File: config.mk
export PLATFORM = sky130hd
export DESIGN_NAME = scm_sequencer
export DESIGN_NICKNAME = d
export VERILOG_FILES = /design/src/hw/scm_pkg.sv /design/src/hw/scm_sequencer.sv
export SDC_FILE = /design/constraint.sdc
export NUM_CORES = 1
export LEC_CHECK = 0
export ABC_AREA = 1
export BUFFER_PORTS_ARGS = -buffer_cell sky130_fd_sc_hd__buf_2
export CAP_MARGIN = 0
export CORE_MARGIN = 3
export CORE_UTILIZATION = 40
export DETAILED_ROUTE_END_ITERATION = 10
export HOLD_SLACK_MARGIN = 0.02
export SLEW_MARGIN = 5
export SYNTH_ARGS = -nofsm -noshare
export SYNTH_HDL_FRONTEND = slang
export SYNTH_SLANG_ARGS = --single-unit
export TNS_END_PERCENT = 30
File: constraint.sdc
create_clock -name REF_CLK_I -period 9.5 [get_ports REF_CLK_I]
set_input_delay 1.425 -clock REF_CLK_I [delete_from_list [all_inputs] [get_ports REF_CLK_I]]
set_output_delay 1.425 -clock REF_CLK_I [all_outputs]
set_load 0.02 [all_outputs]
File: src/hw/scm_pkg.sv
// Constants and types shared by the strain converter mode sequencer
// What this block does
// - Single conversion: one sequence, then sleep
// - One-shot off: measure continuously, oscillator always on unless stretched
// - One-shot on: oscillator off until interval expires
// - Two-bit stretch field; zero disables stretching
// - Stretch 1: oscillator per discharge, slow gaps
// - Stretch 2/3: pairs spaced 200 or 300 us
// - Stretched wait equals setting times 100 us
// - Lead field starts oscillator before discharges after slow gaps
// - Stretched single: pair back to back, delay
// - Stretched continuous: no break, oscillator per pair
// - Stretching never adds discharge cycles
// - Sequence interval counts 6.4 ms per step
// - Averaging count sets ratio measurements per sequence
// - Sequence length follows the cycle formula
// - Dummy code gives 0, 2, 4, 16 fakes
// - Sample is 2, 4 or 8 discharges
// - Unstretched cycle time in 2 us steps
package scm_pkg;

    // Clock period of the reference clock
    localparam int CLK_PERIOD_NS    = 50;
    // Unstretched cycle time unit
    localparam int CYCLE_UNIT_NS    = 2000;
    localparam int CYCLE_UNIT_CLKS  = (CYCLE_UNIT_NS + CLK_PERIOD_NS - 1) / CLK_PERIOD_NS;
    // Slow oscillator period, 10 kHz
    localparam int SLOW_TICK_NS     = 100000;
    localparam int SLOW_TICK_CLKS   = SLOW_TICK_NS / CLK_PERIOD_NS;
    // Pair spacing for stretch value 2
    localparam int PAIR2_NS         = 200000;
    localparam int PAIR2_CLKS       = (PAIR2_NS + CLK_PERIOD_NS - 1) / CLK_PERIOD_NS;
    // Pair spacing for stretch value 3 (count is a top parameter)
    localparam int PAIR3_NS         = 300000;
    localparam int PAIR3_CLKS       = (PAIR3_NS + CLK_PERIOD_NS - 1) / CLK_PERIOD_NS;
    // Sequence interval step, 6.4 ms (count is a top parameter)
    localparam int SLOT_NS          = 6400000;
    localparam int SLOT_CLKS        = (SLOT_NS + CLK_PERIOD_NS - 1) / CLK_PERIOD_NS;
    // Fixed overhead cycles in every sequence (6 + 1)
    localparam logic [15:0] SEQ_OVERHEAD = 16'h0007;
    // Discharges per sample for half, full, quattro
    localparam logic [3:0]  CPS_HALF     = 4'h2;
    localparam logic [3:0]  CPS_FULL     = 4'h4;
    localparam logic [3:0]  CPS_QUATTRO  = 4'h8;
    // Fake measurement counts per dummy code
    localparam logic [4:0]  FAKE_CODE0   = 5'h00;
    localparam logic [4:0]  FAKE_CODE1   = 5'h02;
    localparam logic [4:0]  FAKE_CODE2   = 5'h04;
    localparam logic [4:0]  FAKE_CODE3   = 5'h10;
    // Stretch field codes
    localparam logic [1:0]  STRETCH_OFF  = 2'h0;
    localparam logic [1:0]  STRETCH_ONE  = 2'h1;
    localparam logic [1:0]  STRETCH_200  = 2'h2;

    // Bridge kind
    typedef enum logic [1:0] {
        BRIDGE_HALF    = 2'h0,
        BRIDGE_FULL    = 2'h1,
        BRIDGE_QUATTRO = 2'h2
    } scm_bridge_type;

    // Sequencer states, one-hot
    typedef enum logic [4:0] {
        S_SLEEP = 5'b00001,
        S_DISCH = 5'b00010,
        S_SPACE = 5'b00100,
        S_GAP   = 5'b01000,
        S_DONE  = 5'b10000
    } scm_state_type;

    // Configuration written by software
    typedef struct packed {
        logic           single_conv;   // One-shot select
        logic [1:0]     stretch;       // Stretch field
        logic [9:0]     cycle_time;    // Interval setting
        logic [2:0]     osc_lead;      // Oscillator lead, in slow ticks
        logic [7:0]     seq_interval;  // Sequence interval, in slots
        logic [9:0]     avg_count;     // Averaging count
        scm_bridge_type bridge;        // Bridge kind
        logic [1:0]     dummy_code;    // Fake measurement code
    } scm_cfg_type;

endpackage : scm_pkg

File: src/hw/scm_sequencer.sv
// Mode sequencer for the discharge-time strain converter
`timescale 1ns/1ps
module scm_sequencer
#(
    parameter int PAIR3_CYCLES = scm_pkg::PAIR3_CLKS,  // 300 us pair spacing
    parameter int SLOT_CYCLES  = scm_pkg::SLOT_CLKS    // 6.4 ms interval step
)
(
    // Clock and reset
    input  wire logic                 REF_CLK_I,
    input  wire logic                 RESET_I,
    // Configuration
    input  wire logic                 ENABLE_I,
    input  wire scm_pkg::scm_cfg_type CFG_I,
    // Discharge end from the comparator
    input  wire logic                 DISCH_END_I,
    // Sequencer outputs
    output logic                      FAST_OSC_EN_O,
    output logic                      DISCH_START_O,
    output logic                      MEAS_DONE_O,
    output logic                      SLEEP_O,
    output logic [15:0]               SEQ_CYCLE_O
);
    import scm_pkg::*;

    // State and counters
    scm_state_type state_reg,     state_next;     // Sequencer state
    logic [15:0]   cyc_reg,       cyc_next;       // Discharge index in sequence
    logic [16:0]   fast_reg,      fast_next;      // Clocks since discharge start
    logic [10:0]   tick_reg,      tick_next;      // Slow tick divider
    logic [9:0]    gap_reg,       gap_next;       // Slow ticks left in gap
    logic [22:0]   slot_clk_reg,  slot_clk_next;  // Clocks within interval slot
    logic [7:0]    slot_num_reg,  slot_num_next;  // Slots since sequence start
    logic          start_reg,     start_next;     // Discharge start pulse
    logic          done_reg,      done_next;      // Completion pulse
    logic          osc_reg,       osc_next;       // Fast oscillator enable

    // Derived configuration
    logic [3:0]    cycles_per_sample;             // Discharges per sample
    logic [4:0]    fake_count;                    // Fake measurements
    logic [15:0]   seq_total;                     // Discharges per sequence
    logic          stretched;                     // Any stretch mode
    logic          slow_tick;                     // 10 kHz tick
    logic          slot_due;                      // Interval expired
    logic [16:0]   space_limit;                   // Fast-timed spacing

    // Sample size and fake table
    always_comb
    begin
        case (CFG_I.bridge)
            BRIDGE_FULL:    cycles_per_sample = CPS_FULL;
            BRIDGE_QUATTRO: cycles_per_sample = CPS_QUATTRO;
            default:        cycles_per_sample = CPS_HALF;
        endcase
        case (CFG_I.dummy_code)
            2'h1:    fake_count = FAKE_CODE1;
            2'h2:    fake_count = FAKE_CODE2;
            2'h3:    fake_count = FAKE_CODE3;
            default: fake_count = FAKE_CODE0;
        endcase
    end

    // Sequence length, factors widened first; stretching leaves it untouched
    assign seq_total = (16'(CFG_I.avg_count) * 16'(cycles_per_sample))
                       + SEQ_OVERHEAD + {11'h000, fake_count};
    assign stretched = (CFG_I.stretch != STRETCH_OFF);
    assign slow_tick = (tick_reg == 11'(SLOW_TICK_CLKS - 1));
    assign slot_due  = (slot_num_reg >= CFG_I.seq_interval);

    // Spacing timed on the fast clock
    always_comb
    begin
        if (!stretched)
        begin
            // Cycle time in 2 us steps
            space_limit = 17'(CFG_I.cycle_time * CYCLE_UNIT_CLKS);
        end
        else if (CFG_I.stretch == STRETCH_200)
        begin
            space_limit = 17'(PAIR2_CLKS);
        end
        else
        begin
            space_limit = 17'(PAIR3_CYCLES);
        end
    end

    // Next-state logic for the sequencer
    always_comb
    begin
        state_next    = state_reg;
        cyc_next      = cyc_reg;
        fast_next     = (fast_reg == 17'h1ffff) ? fast_reg : fast_reg + 17'h00001;
        tick_next     = slow_tick ? 11'h000 : tick_reg + 11'h001;
        gap_next      = gap_reg;
        start_next    = 1'b0;
        done_next     = 1'b0;
        // Slot counter runs from each sequence start out of sleep
        if (slot_clk_reg >= 23'(SLOT_CYCLES - 1))
        begin
            slot_clk_next = 23'h000000;
            slot_num_next = (slot_num_reg == 8'hff) ? slot_num_reg
                                                    : slot_num_reg + 8'h01;
        end
        else
        begin
            slot_clk_next = slot_clk_reg + 23'h000001;
            slot_num_next = slot_num_reg;
        end
        case (state_reg)
            S_SLEEP:
            begin
                // Continuous starts at once; single waits for the slot
                if (ENABLE_I && (!CFG_I.single_conv || slot_due))
                begin
                    state_next    = S_DISCH;
                    start_next    = 1'b1;
                    cyc_next      = 16'h0000;
                    fast_next     = 17'h00000;
                    slot_clk_next = 23'h000000;
                    slot_num_next = 8'h00;
                end
            end
            S_DISCH:
            begin
                if (DISCH_END_I)
                begin
                    cyc_next = cyc_reg + 16'h0001;
                    if (cyc_reg >= seq_total - 16'h0001)
                    begin
                        // Last discharge closes the sequence
                        state_next = S_DONE;
                        done_next  = 1'b1;
                    end
                    else if (!stretched ||
                             (CFG_I.stretch != STRETCH_ONE && !cyc_reg[0]))
                    begin
                        // Every unstretched discharge, or the second of a pair, follows closely
                        state_next = S_SPACE;
                    end
                    else
                    begin
                        // Long gap counted on the slow clock
                        state_next = S_GAP;
                        gap_next   = CFG_I.cycle_time;
                        tick_next  = 11'h000;
                    end
                end
            end
            S_SPACE:
            begin
                // Start to start spacing on the fast clock
                if (fast_reg + 17'h00001 >= space_limit)
                begin
                    state_next = S_DISCH;
                    start_next = 1'b1;
                    fast_next  = 17'h00000;
                end
            end
            S_GAP:
            begin
                if (slow_tick)
                begin
                    if (gap_reg <= 10'h001)
                    begin
                        state_next = S_DISCH;
                        start_next = 1'b1;
                        fast_next  = 17'h00000;
                        gap_next   = 10'h000;
                    end
                    else
                    begin
                        gap_next = gap_reg - 10'h001;
                    end
                end
            end
            S_DONE:
            begin
                cyc_next      = 16'h0000;
                slot_clk_next = slot_clk_reg;
                slot_num_next = slot_num_reg;
                if (CFG_I.single_conv || !ENABLE_I)
                begin
                    state_next = S_SLEEP;
                end
                else if (stretched)
                begin
                    // No sequence break, only the usual gap
                    state_next = S_GAP;
                    gap_next   = CFG_I.cycle_time;
                    tick_next  = 11'h000;
                end
                else
                begin
                    state_next = S_SPACE;
                end
            end
            default:
            begin
                state_next = S_SLEEP;
            end
        endcase
        // Oscillator follows the next state
        if (!ENABLE_I && state_next == S_SLEEP)
        begin
            osc_next = 1'b0;
        end
        else if (!CFG_I.single_conv && !stretched)
        begin
            osc_next = 1'b1;
        end
        else
        begin
            case (state_next)
                S_DISCH, S_SPACE, S_DONE: osc_next = 1'b1;
                // Warm-up lead ahead of the coming discharge
                S_GAP:   osc_next = (gap_next <= {7'h00, CFG_I.osc_lead});
                default: osc_next = 1'b0;
            endcase
        end
    end

    // Register stage, synchronous reset
    always_ff @(posedge REF_CLK_I)
    begin
        if (RESET_I)
        begin
            state_reg    <= S_SLEEP;
            cyc_reg      <= 16'h0000;
            fast_reg     <= 17'h00000;
            tick_reg     <= 11'h000;
            gap_reg      <= 10'h000;
            slot_clk_reg <= 23'h000000;
            slot_num_reg <= 8'hff;
            start_reg    <= 1'b0;
            done_reg     <= 1'b0;
            osc_reg      <= 1'b0;
        end
        else
        begin
            state_reg    <= state_next;
            cyc_reg      <= cyc_next;
            fast_reg     <= fast_next;
            tick_reg     <= tick_next;
            gap_reg      <= gap_next;
            slot_clk_reg <= slot_clk_next;
            slot_num_reg <= slot_num_next;
            start_reg    <= start_next;
            done_reg     <= done_next;
            osc_reg      <= osc_next;
        end
    end

    // Outputs straight from flip-flops, SLEEP_O decoded from state_reg
    assign FAST_OSC_EN_O = osc_reg;
    assign DISCH_START_O = start_reg;
    assign MEAS_DONE_O   = done_reg;
    assign SLEEP_O       = (state_reg == S_SLEEP);
    assign SEQ_CYCLE_O   = cyc_reg;

endmodule : scm_sequencer

==> results of run 1 <==
-- final cells by class --
type | count | share of cell area
clock inverter | 6 | 0.00857
inverter | 197 | 0.0832
timing repair buffer | 62 | 0.0351
clock buffer | 10 | 0.0257
tap | 265 | 0.0372
sequential | 93 | 0.209
multi-input combinational | 867 | 0.601
-- routing by layer --
layer / share of wire / vias up / global-route usage
li1: - / 3950 / -
met1: 0.51 / 3269 / 0.248
met2: 0.44 / 126 / 0.284
met3: 0.038 / 17 / 0.0294
met4: 0.012 / 0 / 0.0462
met5: 0 / - / 0
-- worst min-delay path: stages (launching register included) --
cell	delay, ns
dfxtp_1	0.31
nand2_1	0.06
nor2_1	0.03
-- power by group --
part / switching (mW) / internal, mW
Combinational: 0.178 / 0.101
Sequential: 0.0164 / 0.404
Clock: 0.169 / 0.209
-- placed cells by master, fill, tap and decap left out, types with 3 or more instances in the layout --
master | synthesis | final
a211oi_1 | 15 | 15
a21o_1 | 3 | 3
a21oi_1 | 74 | 74
a22oi_1 | 5 | 5
a31oi_1 | 6 | 6
buf_2 | 3 | 61
clkbuf_16 | 0 | 9
dfxtp_1 | 93 | 93
fa_1 | 14 | 14
ha_1 | 99 | 99
inv_1 | 187 | 187
inv_2 | 8 | 8
inv_6 | 0 | 3
nand2_1 | 250 | 250
nand2_2 | 4 | 4
nand2_4 | 3 | 3
nand3_1 | 61 | 61
nand3_4 | 3 | 3
nand3b_1 | 4 | 4
nand4_1 | 25 | 25
nor2_1 | 132 | 132
nor2_2 | 7 | 7
nor2_4 | 7 | 7
nor3_1 | 19 | 19
nor3_2 | 4 | 4
nor4_1 | 5 | 5
o211ai_1 | 4 | 4
o21a_1 | 5 | 5
o21ai_0 | 46 | 46
o21bai_1 | 5 | 5
o221ai_1 | 4 | 4
or2_2 | 3 | 3
xnor2_1 | 10 | 10
xor2_1 | 31 | 31
-- worst paths after layout --
path	to	depth (start not counted)
setup reg to reg	fast_reg[14]	20
hold reg to reg	slot_clk_reg[18]	2
hold / removal	slot_clk_reg[18]	2
setup / recovery	FAST_OSC_EN_O	43
-- cells by family (layout without fill, tap and decap cells) --
kind of cell | count (synthesis) | count (layout)
flops | 93 | 93
xor+xnor | 41 | 41
simple gates | 538 | 538
buf+inv | 218 | 275
fa+ha+maj | 113 | 113
compound gates | 175 | 175
-- metrics by stage --
step,setup slack [ns],hold slack (ns)
after floorplan,2.06,0.418
after global placement,1.58,0.428
after CTS,1.74,0.443
after global routing,1.07,0.460
after detailed placement,1.41,0.430
final,1.72,0.440
==> out/results.tsv, run 1 <==
stage	metric	value	unit
outcome	status	finished, final reports clean	
yosys	yosys.area_share.xor_xnor	0.0445	
routing	vias	7362	
floorplanning	ioPinCount	62	
yosys	synth_edf_count	0	
final_layout	area_delta_synth_final	10.4	%
clocking	ctsHoldBuffers	0	
placed_design	dp_hpwl	14900	um
yosys	synth_compound_area_frac	0.126	
setup_path	setup.worst_path.end_class	register	
pwr	ir_drop	0.0827	mV
floorplanning	dieArea	21900	um^2
final_layout	fin_area	8900	um^2
yosys	synth_top_area_share	0.231	
pwr	p_leak	4.36	nW
clocking	clock_latency	0.36	ns
timing	post-route-min-period	7.78	ns
timing	rsz0062_at_grt	no	
yosys	yosys-top-cells-count	nand2_1 (250), inv_1 (187), nor2_1 (132)	
setup_path	r2r_start	fast_reg[0]	
timing	fin_crit_sh	0.819	
clocking	cts_max_level	3	
routing	drt_iter0_drc	371	
final_layout	multiInputGateArea	5350	um^2
setup_path	path_max_fanout	10	
timing	tightest_slew	0.871	ns
setup_path	critPathLaunchType	input pin	
clocking	clock-sinks	93	
pwr	p_total	1.08	mW
setup_path	critPathTopFamily	adder cells	
yosys	synth_mux_area_frac	0	
final_layout	fillers	2126	
setup_path	worst_path_most_repeated_cell	inv_1	
timing	setup-tns-final	0	ns
final_layout	largest_reg_flops	23	
floorplanning	fp.dieH	148	um
floorplanning	die_w	148	um
yosys	avgSynthCellArea	6.84	um^2
final_layout	final_layout_size_suffix_gt1_frac	0.101	
final_layout	final_cells	1500	
global_routing	grt_pass1_vias	6774	
clocking	cts_tree	built	
setup_path	ff2ff_setup_slack	5.74	ns
clocking	post_cts_buffers	0	
setup_path	worstPathArrival	8.07	ns
final_layout	fin_util	0.453	
routing	routed_wl	19000	um
timing	hold_viol	0	
yosys	ys_ff_latch	93	
floorplanning	start_util	0.410	
yosys	synth_cell_type_count	50	
timing	relSlewSlack	0.419	
timing	fmax	128	MHz
floorplanning	core.rowCount	51	
global_routing	grt_pass1_wl	32300	um
yosys	synthAdderAreaFrac	0.188	
placed_design	port_buffers	61	
setup_path	path_class	input pin to register	
global_routing	antenna_found_initial	0	
yosys	syn_nets	1333	
routing	wl_per_cell	12.6	um
final_layout	nets	1385	
yosys	synthMostInstantiatedCell	nand2_1	
setup_path	slowest_delay	0.55	ns
timing	finClkSkew	0.00794	ns
routing	route.detailed.drc	0	
clocking	clockBufferDepth	2	
worst_hold_path	min_path_type	register to register	
yosys	yosysTopAreaCell	dfxtp_1	
yosys	synth_top_family_by_area	simple AND/OR/NAND/NOR gates	
global_routing	grt_max_degree	45	
yosys	ys.flop_type	dfxtp_1	
job	max-cap-violations	0	
global_routing	grt.total_usage	0.177	
yosys	yosys.area_share.simple	0.305	
timing	maxSlewViolCount	0	
routing	avgViaCountPerCell	4.91	
pwr	power_density	121	nW/um^2
placed_design	placed_cells	1484	
yosys	netlist_instances	1178	
clocking	ctsResizeCount	0	
yosys	syn_area	8060	um^2
floorplanning	design.core.area	19700	um^2
setup_path	required	9.79	ns
yosys	synthArstFlopShare	0	
placed_design	gp_congestion	0.979	
clocking	root_buffer	clkbuf_16	
routing	dr.pass1.iters	5	
setup_path	cp_slowest_cell	fa_1	
routing	antenna_left	0	
placed_design	post_dp_cell_area	8600	um^2
timing	setup_viol	0	
worst_hold_path	hold_start	slot_clk_reg[18]	
final_layout	num_antenna_cells	0	
final_layout	regArea	1860	um^2
yosys	yosysWarnings	0	
setup_path	critPathBufInv	8	
setup_path	startpoint	CFG_I[2]	
clocking	cts_inserted_buffers	9	
global_routing	overflow	0	
yosys	yosysSeqAreaShare	0.231	
yosys	synth_area_leaders	dfxtp_1 (23%), ha_1 (15%), nand2_1 (12%)	
clocking	clkTransAtPathRegs	0.07	ns
Note: power is estimated with default switching activity, not from simulation.
==> run 2: changes to the inputs <==
--- a/config.mk
+++ b/config.mk
@@ -5,7 +5,7 @@
 export SDC_FILE = /design/constraint.sdc
 export NUM_CORES = 1
 export LEC_CHECK = 0
-export ABC_AREA = 1
+export ABC_AREA = 0
 export BUFFER_PORTS_ARGS = -buffer_cell sky130_fd_sc_hd__buf_2
 export CAP_MARGIN = 0
 export CORE_MARGIN = 3
==> constraint.sdc (replaced) <==
create_clock -name REF_CLK_I -period 6.5 [get_ports REF_CLK_I]
set_input_delay 0.975 -clock REF_CLK_I [delete_from_list [all_inputs] [get_ports REF_CLK_I]]
set_output_delay 0.975 -clock REF_CLK_I [all_outputs]
set_load 0.02 [all_outputs]
==> run 2 against run 1 <==
The flow now finishes with violations (setup timing). First-iteration DRC count increased by 3.2%. Worst hold slack improved by 0.020 ns. Combinational power rose by 57%. Synthesized cell count is 20% lower. Synthesized area shrank 7.2%. Largest power group unchanged.
==> out/results.tsv, run 2 <==
stage	metric	value	unit	change
outcome	status	finished with violations		
outcome	violations	setup timing		
floorplanning	die_w	143	um	-3.5%
timing	rsz0062_at_grt	yes		
yosys	yosys.area_share.simple	0.257		-0.0474
global_routing	grt.total_usage	0.171		-0.00592
global_routing	grt_max_degree	37		-18%
worst_hold_path	min_path_type	register to register		
final_layout	nets	1190		-14%
setup_path	critPathLaunchType	input pin		
floorplanning	dieArea	20400	um^2	-6.9%
floorplanning	ioPinCount	62		unchanged
yosys	synthArstFlopShare	0		unchanged
clocking	cts_inserted_buffers	9		unchanged
clocking	clock-sinks	93		unchanged
placed_design	port_buffers	61		unchanged
routing	drt_iter0_drc	383		+3.2%
setup_path	cp_slowest_cell	fa_1		
yosys	syn_area	7480	um^2	-7.2%
floorplanning	fp.dieH	143	um	-3.5%
yosys	synthAdderAreaFrac	0.203		+0.0147
setup_path	startpoint	CFG_I[2]		
setup_path	slowest_delay	0.47	ns	-0.08 ns
final_layout	final_layout_size_suffix_gt1_frac	0.169		+0.0680
yosys	syn_nets	1100		-17%
pwr	seq_power_share	0.386		-0.004
setup_path	path_class	input pin to register		
timing	relSlewSlack	0.364		-0.0559
floorplanning	core.rowCount	49		-3.9%
final_layout	mostFrequentLayoutCells	ha_1 (95), dfxtp_1 (93), nor2_1 (92)		
yosys	yosys.area_share.xor_xnor	0.0726		+0.0281
yosys	synth_top_area_share	0.249		+0.0180
timing	tightest_slew	0.955	ns	+0.0839 ns
clocking	root_buffer	clkbuf_16		
pwr	p_switching	0.509	mW	+40%
yosys	synth_edf_count	0		unchanged
pwr	combPwrFrac	0.271		+0.012
yosys	netlist_instances	945		-20%
timing	hold_viol	0		unchanged
timing	fmax	141	MHz	
yosys	synth_cell_type_count	70		+40%
setup_path	reg2reg_depth	15		-25%
final_layout	fin_area	8860	um^2	-0.42%
setup_path	worst_path_most_repeated_cell	ha_1		
clocking	cts_max_level	3		unchanged
pwr	power_density	182	nW/um^2	+50%
pwr	intPower	1.11	mW	+55%
timing	setup_ws	-0.584	ns	-2.30 ns
timing	finClkSkew	0.00691	ns	-0.00103 ns
clocking	ctsHoldBuffers	0		unchanged
setup_path	ff2ff_setup_slack	2.90	ns	-2.84 ns
timing	setup_viol	1		+1
placed_design	gp_congestion	0.891		-9.0%
final_layout	final_common_cell	ha_1		
yosys	synth_compound_area_frac	0.161		+0.0347
yosys	yosysSeqAreaShare	0.249		+0.0180
pwr	ir_drop	0.140	mV	+69%
setup_path	critPathBufInv	6		-2
setup_path	r2r_start	SEQ_CYCLE_O[9]		
routing	avgViaCountPerCell	5.37		+9.4%
setup_path	critPathTopFamily	compound AO/OA/AOI/OAI gates		
routing	dr.pass1.iters	5		unchanged
yosys	ys.flop_type	dfxtp_1		
yosys	yosysWarnings	0		unchanged
clocking	clock_latency	0.35	ns	about the same
yosys	avgSynthCellArea	7.91	um^2	+16%
pwr	swShare	0.315		-0.0217
yosys	synth_area_leaders	dfxtp_1 (25%), ha_1 (17%), nor2_1 (4.9%)		
global_routing	antenna_found_initial	1		+1
routing	wl_per_cell	14.1	um	+11%
timing	post-route-min-period	7.08	ns	
yosys	ys_ff_latch	93		unchanged
floorplanning	start_util	0.412		+0.00199
setup_path	required	6.76	ns	-3.03 ns
final_layout	final_cells	1270		-15%
setup_path	worstPathArrival	7.34	ns	-0.73 ns
clocking	clkTransAtPathRegs	0.07	ns	about the same
pwr	p_leak	4.04	nW	-7.3%
final_layout	largest_reg_flops	23		unchanged
global_routing	grt_pass1_wl	28900	um	-10%
yosys	yosys-top-cells-count	ha_1 (99), nor2_1 (97), dfxtp_1 (93), nand2_1 (93), inv_1 (69)		
setup_path	setup.worst_path.end_class	register		
yosys	synth_mux_area_frac	0.00401		+0.00401
floorplanning	design.core.area	18100	um^2	-7.7%
global_routing	overflow	0		unchanged
placed_design	placed_cells	1243		-16%
setup_path	crit_end	FAST_OSC_EN_O		
yosys	yosysTopAreaCell	dfxtp_1		
timing	maxSlewViolCount	0		unchanged
routing	antenna_left	0		unchanged
routing	route.detailed.drc	0		unchanged
placed_design	post_dp_cell_area	8270	um^2	-3.8%
final_layout	area_delta_synth_final	18.5	%	
yosys	synthMostInstantiatedCell	ha_1		
clocking	clockBufferDepth	2		unchanged
placed_design	dp_hpwl	13300	um	-10%
routing	vias	6817		-7.4%
clocking	cts_tree	built		
setup_path	r2r-end	FAST_OSC_EN_O		
timing	holdWs	0.461	ns	+0.0203 ns
routing	routed_wl	17900	um	-5.8%
yosys	synth_top_family_by_area	simple AND/OR/NAND/NOR gates		
timing	fin_crit_sh	1.09		
setup_path	path_max_fanout	4		-6
setup_path	worst-path-stages	35		-19%
job	max-cap-violations	0		unchanged
pwr	pwr-share-clk	0.342		-0.009
global_routing	grt_pass1_vias	6117		-9.7%
run 2: changes by cell type in the layout (fill, tap and decap cells not counted), moves of 23 or more:
cell / previous run / this run
buf_4: 1 / 44
inv_1: 187 / 65
xnor2_1: 10 / 36
nor2_1: 132 / 92
and3_1: 2 / 27
nand3_1: 61 / 38
nand2_1: 250 / 91
run 2: cells by family after synthesis:
logic type / after synthesis
flops: 93
fa+ha+maj: 113
mux: 3
xor+xnor: 62
compound gates: 189
simple gates: 381
buf+inv: 104
run 2: how the worst min path moves through the flow:
stage | start | to | slack (ns) | cells after the start
6_report | tick_reg[0] | tick_reg[0] | 0.46 | 1
5_1_grt | tick_reg[0] | tick_reg[0] | 0.48 | 1
4_1_cts | tick_reg[0] | tick_reg[0] | 0.47 | 1
3_5_place_dp | tick_reg[0] | tick_reg[0] | 0.45 | 1
3_3_place_gp | tick_reg[0] | tick_reg[0] | 0.43 | 1
2_1_floorplan | tick_reg[0] | tick_reg[0] | 0.41 | 1
run 2: layout make-up:
type / instances / area [um^2]
inverters: 69 / 262
multi-input cells: 748 / 5390
fillers: 1819 / 9280
repair buffers: 114 / 757
flip-flops and latches: 93 / 1860
clock buffers: 11 / 253
diodes: 1 / 2.50
clock inverters: 5 / 56.3
well taps: 229 / 287
run 2: what timing repair did:
item                                    CTS  global route
pin swaps                                12            18
cloned                                    0             1
endpoints found under the setup margin    2            21
buffers inserted                          2             8
gates resized for setup                   3            49
run 2: power groups by stage:
stage	registers, mW	logic [mW]	clock network, mW
6_report	0.624	0.438	0.553
5_1_grt	0.629	0.505	0.590
4_1_cts	0.624	0.426	0.567
3_5_place_dp	0.637	0.420	0
3_3_place_gp	0.638	0.415	0
2_1_floorplan	0.629	0.294	0
run 2: per-layer routing:
layer	GRT usage	wire (um)	vias up
met2	0.281	8240	160
met3	0.0378	886	29
met1	0.230	8420	3130
met5	0	9	-
li1	-	-	3496
met4	0.0415	303	2
run 2: through the flow:
step	TNS [ns]	util	setup slack [ns]	power (mW)
after global routing	-2.23	0.488	-0.911	1.72
after detailed placement	-5.18	0.456	-1.16	1.06
after CTS	-0.703	0.475	-0.703	1.62
after floorplan	-0.751	-	-0.751	0.924
final	-0.584	0.488	-0.584	1.61
after global placement	-3.37	0.456	-1.02	1.05
run 2: worst reg2reg max path, cell delays in order, from the launching register on:
cell and delay [ns]:
dfxtp_1 0.45, ha_1 0.29, a21oi_1 0.20, nor3_2 0.06
a211oi_2 0.24, nand3_2 0.15, o31a_1 0.30, a211o_1 0.31
a221o_1 0.32, ha_1 0.29, nor2b_1 0.14, o21a_1 0.16
o21ai_1 0.11, o2111a_1 0.18, nand4_1 0.12, o41ai_2 0.21
==> run 3: changes to the inputs <==
--- a/config.mk
+++ b/config.mk
@@ -5,7 +5,7 @@
 export SDC_FILE = /design/constraint.sdc
 export NUM_CORES = 1
 export LEC_CHECK = 0
-export ABC_AREA = 0
+export ABC_AREA = 1
 export BUFFER_PORTS_ARGS = -buffer_cell sky130_fd_sc_hd__buf_2
 export CAP_MARGIN = 0
 export CORE_MARGIN = 3
==> run 3 against run 2 <==
Critical path depth grew 5. First-iteration DRC count is the same. Critical endpoint unchanged. Sequential share of layout area shrank 0.83 points. Cell count grew 21%. The flow now finishes without violations. Clock-buffer cell count shrank 1. Clock power shrank 6.5%. Combinational power grew 2%. Die area grew 7.4%. Routed wire length grew 7.5%.
==> out/results.tsv, run 3 (same netlist as run 1, synthesis figures left out) <==
stage	metric	value	unit	change
timing	hold_viol	0		unchanged
timing	holdWs	0.441	ns	-0.0201 ns
setup_path	r2r-end	fast_reg[11]		
pwr	ir_drop	0.127	mV	-9.2%
final_layout	num_antenna_cells	0		-1
final_layout	final_layout_size_suffix_gt1_frac	0.140		-0.0295
global_routing	grt_max_degree	45		+22%
floorplanning	die_w	148	um	+3.7%
placed_design	gp_congestion	0.934		+4.9%
routing	routed_wl	19200	um	+7.5%
timing	post-route-min-period	6.37	ns	-0.717 ns
setup_path	reg2reg_depth	21		+6
setup_path	setup.worst_path.end_class	register		
setup_path	slowest_delay	0.52	ns	+0.05 ns
worst_hold_path	min_to	slot_clk_reg[17]		
floorplanning	ioPinCount	62		unchanged
setup_path	critPathTopFamily	adder cells		
clocking	cts_tree	built		
placed_design	port_buffers	61		unchanged
setup_path	worstPathArrival	6.66	ns	-0.68 ns
pwr	p_leak	4.51	nW	+11%
job	max-cap-violations	0		unchanged
worst_hold_path	hold_start	slot_clk_reg[17]		
pwr	power_density	171	nW/um^2	-6.2%
worst_hold_path	min_path_type	register to register		
global_routing	grt_pass1_wl	32200	um	+11%
worst_hold_path	hold_path_depth	2		+1
final_layout	nets	1417		+19%
clocking	ctsHoldBuffers	0		unchanged
final_layout	largest_reg_flops	23		unchanged
clocking	cts_inserted_buffers	9		unchanged
final_layout	area_delta_synth_final	14.5	%	
setup_path	critPathLaunchType	input pin		
timing	setup_viol	0		-1
clocking	root_buffer	clkbuf_16		
final_layout	fin_area	9230	um^2	+4.1%
routing	antenna_left	0		unchanged
setup_path	ff2ff_setup_slack	2.75	ns	-0.15 ns
global_routing	grt_pass1_vias	6773		+11%
timing	maxSlewViolCount	0		unchanged
pwr	p_total	1.58	mW	-2.3%
routing	drt_iter0_drc	383		unchanged
global_routing	antenna_found_initial	0		-1
routing	wl_per_cell	12.5	um	-11%
clocking	clock_latency	0.36	ns	about the same
routing	avgViaCountPerCell	4.94		-8.0%
clocking	cts_max_level	3		unchanged
setup_path	path_class	input pin to register		
clocking	clockBufferDepth	2		unchanged
setup_path	required	6.79	ns	+0.03 ns
setup_path	cp_slowest_cell	fa_1		
final_layout	mostFrequentLayoutCells	nand2_1 (246), inv_1 (183), nor2_1 (132)		
routing	route.detailed.drc	0		unchanged
timing	setup-tns-final	0	ns	+0.584 ns
final_layout	regArea	1860	um^2	unchanged
global_routing	grt.total_usage	0.177		+0.00551
placed_design	post_dp_cell_area	8810	um^2	+6.5%
routing	vias	7565		+11%
clocking	clock-sinks	93		unchanged
timing	tightest_slew	0.883	ns	-0.0720 ns
floorplanning	design.core.area	19700	um^2	+8.3%
timing	finClkSkew	0.00967	ns	+0.00276 ns
placed_design	placed_cells	1512		+22%
setup_path	r2r_start	fast_reg[0]		
timing	relSlewSlack	0.412		+0.0480
routing	dr.pass1.iters	6		+1
outcome	status	finished, final reports clean		
floorplanning	fp.dieH	148	um	+3.7%
final_layout	final_common_cell	nand2_1		
setup_path	critPathBufInv	7		+1
clocking	clkTransAtPathRegs	0.07	ns	about the same
final_layout	final_cells	1532		+21%
floorplanning	dieArea	21900	um^2	+7.4%
setup_path	path_max_fanout	4		unchanged
final_layout	multiInputGateArea	5440	um^2	+1.0%
placed_design	dp_hpwl	15100	um	+13%
timing	fmax	157	MHz	+11%
timing	rsz0062_at_grt	yes		
timing	fin_crit_sh	0.980		-0.110
floorplanning	start_util	0.410		-0.00199
floorplanning	core.rowCount	51		+4.1%
global_routing	overflow	0		unchanged
final_layout	fillers	2148		+18%
[run 3: cell types whose count changed in the layout (fill, tap and decap cells not counted), moves of 23 or more]
cell	previous run	this run
and3_1	27	2
inv_1	65	183
nand2_1	91	246
nand3_1	38	61
nor2_1	92	132
xnor2_1	36	10
[run 3: what timing repair did]
item,CTS,global route
resized for setup,14,11
pin swaps,34,32
setup buffers,3,1
setup endpoints to repair,1,1
[run 3: cell type report]
type                            instances  area share
Inverter                              197      0.0805
Sequential cell                        93       0.202
Tap cell                              265      0.0359
Multi-Input combinational cell        867       0.590
Clock inverter                          6     0.00583
Clock buffer                           10      0.0248
Timing Repair Buffer                   94      0.0617
[run 3: how the worst max path moves through the flow]
stage                         from             to  cells past startpoint
after floorplan           CFG_I[2]  FAST_OSC_EN_O                     43
after global placement    CFG_I[2]  FAST_OSC_EN_O                     43
after detailed placement  CFG_I[2]  FAST_OSC_EN_O                     41
after CTS                 CFG_I[2]  FAST_OSC_EN_O                     43
after global routing      CFG_I[2]  FAST_OSC_EN_O                     42
final                     CFG_I[2]  FAST_OSC_EN_O                     40
[run 3: routing by layer]
metal	vias up	global-route usage	wire length, um
li1	4010	-	-
met5	-	0	0
met3	15	0.0322	972
met1	3396	0.249	9680
met2	144	0.278	8300
met4	0	0.0476	233
[run 3: report_power, final]
group | total (mW) | internal (mW) | switching [mW] | leakage (nW)
combinational | 0.446 | 0.175 | 0.271 | 3.62
sequential | 0.614 | 0.590 | 0.0239 | 0.754
clock | 0.517 | 0.267 | 0.250 | 0.136
[run 3: worst register-to-register path, stage by stage (launching register included)]
cell	delay, ns
dfxtp_1	0.39
ha_1	0.20
nand2_1	0.06
nor2_1	0.16
nand3_1	0.14
nor2_1	0.11
nand2_1	0.10
nor3_2	0.19
nand3_1	0.15
nor2_1	0.16
nand2_1	0.08
xor2_1	0.20
ha_1	0.28
nand2_1	0.11
nor2_1	0.05
nand3_1	0.07
nor2_1	0.05
nor2_1	0.08
nand3_1	0.12
nand2_1	0.15
nand4_2	0.42
a211oi_1	0.36
[run 3: per-stage QoR]
step	setup WS (ns)	util
global placement	-0.256	0.448
finish	0.133	0.470
global route	-0.346	0.470
floorplan	-0.167	-
CTS	-0.0237	0.467
detailed placement	-0.425	0.448
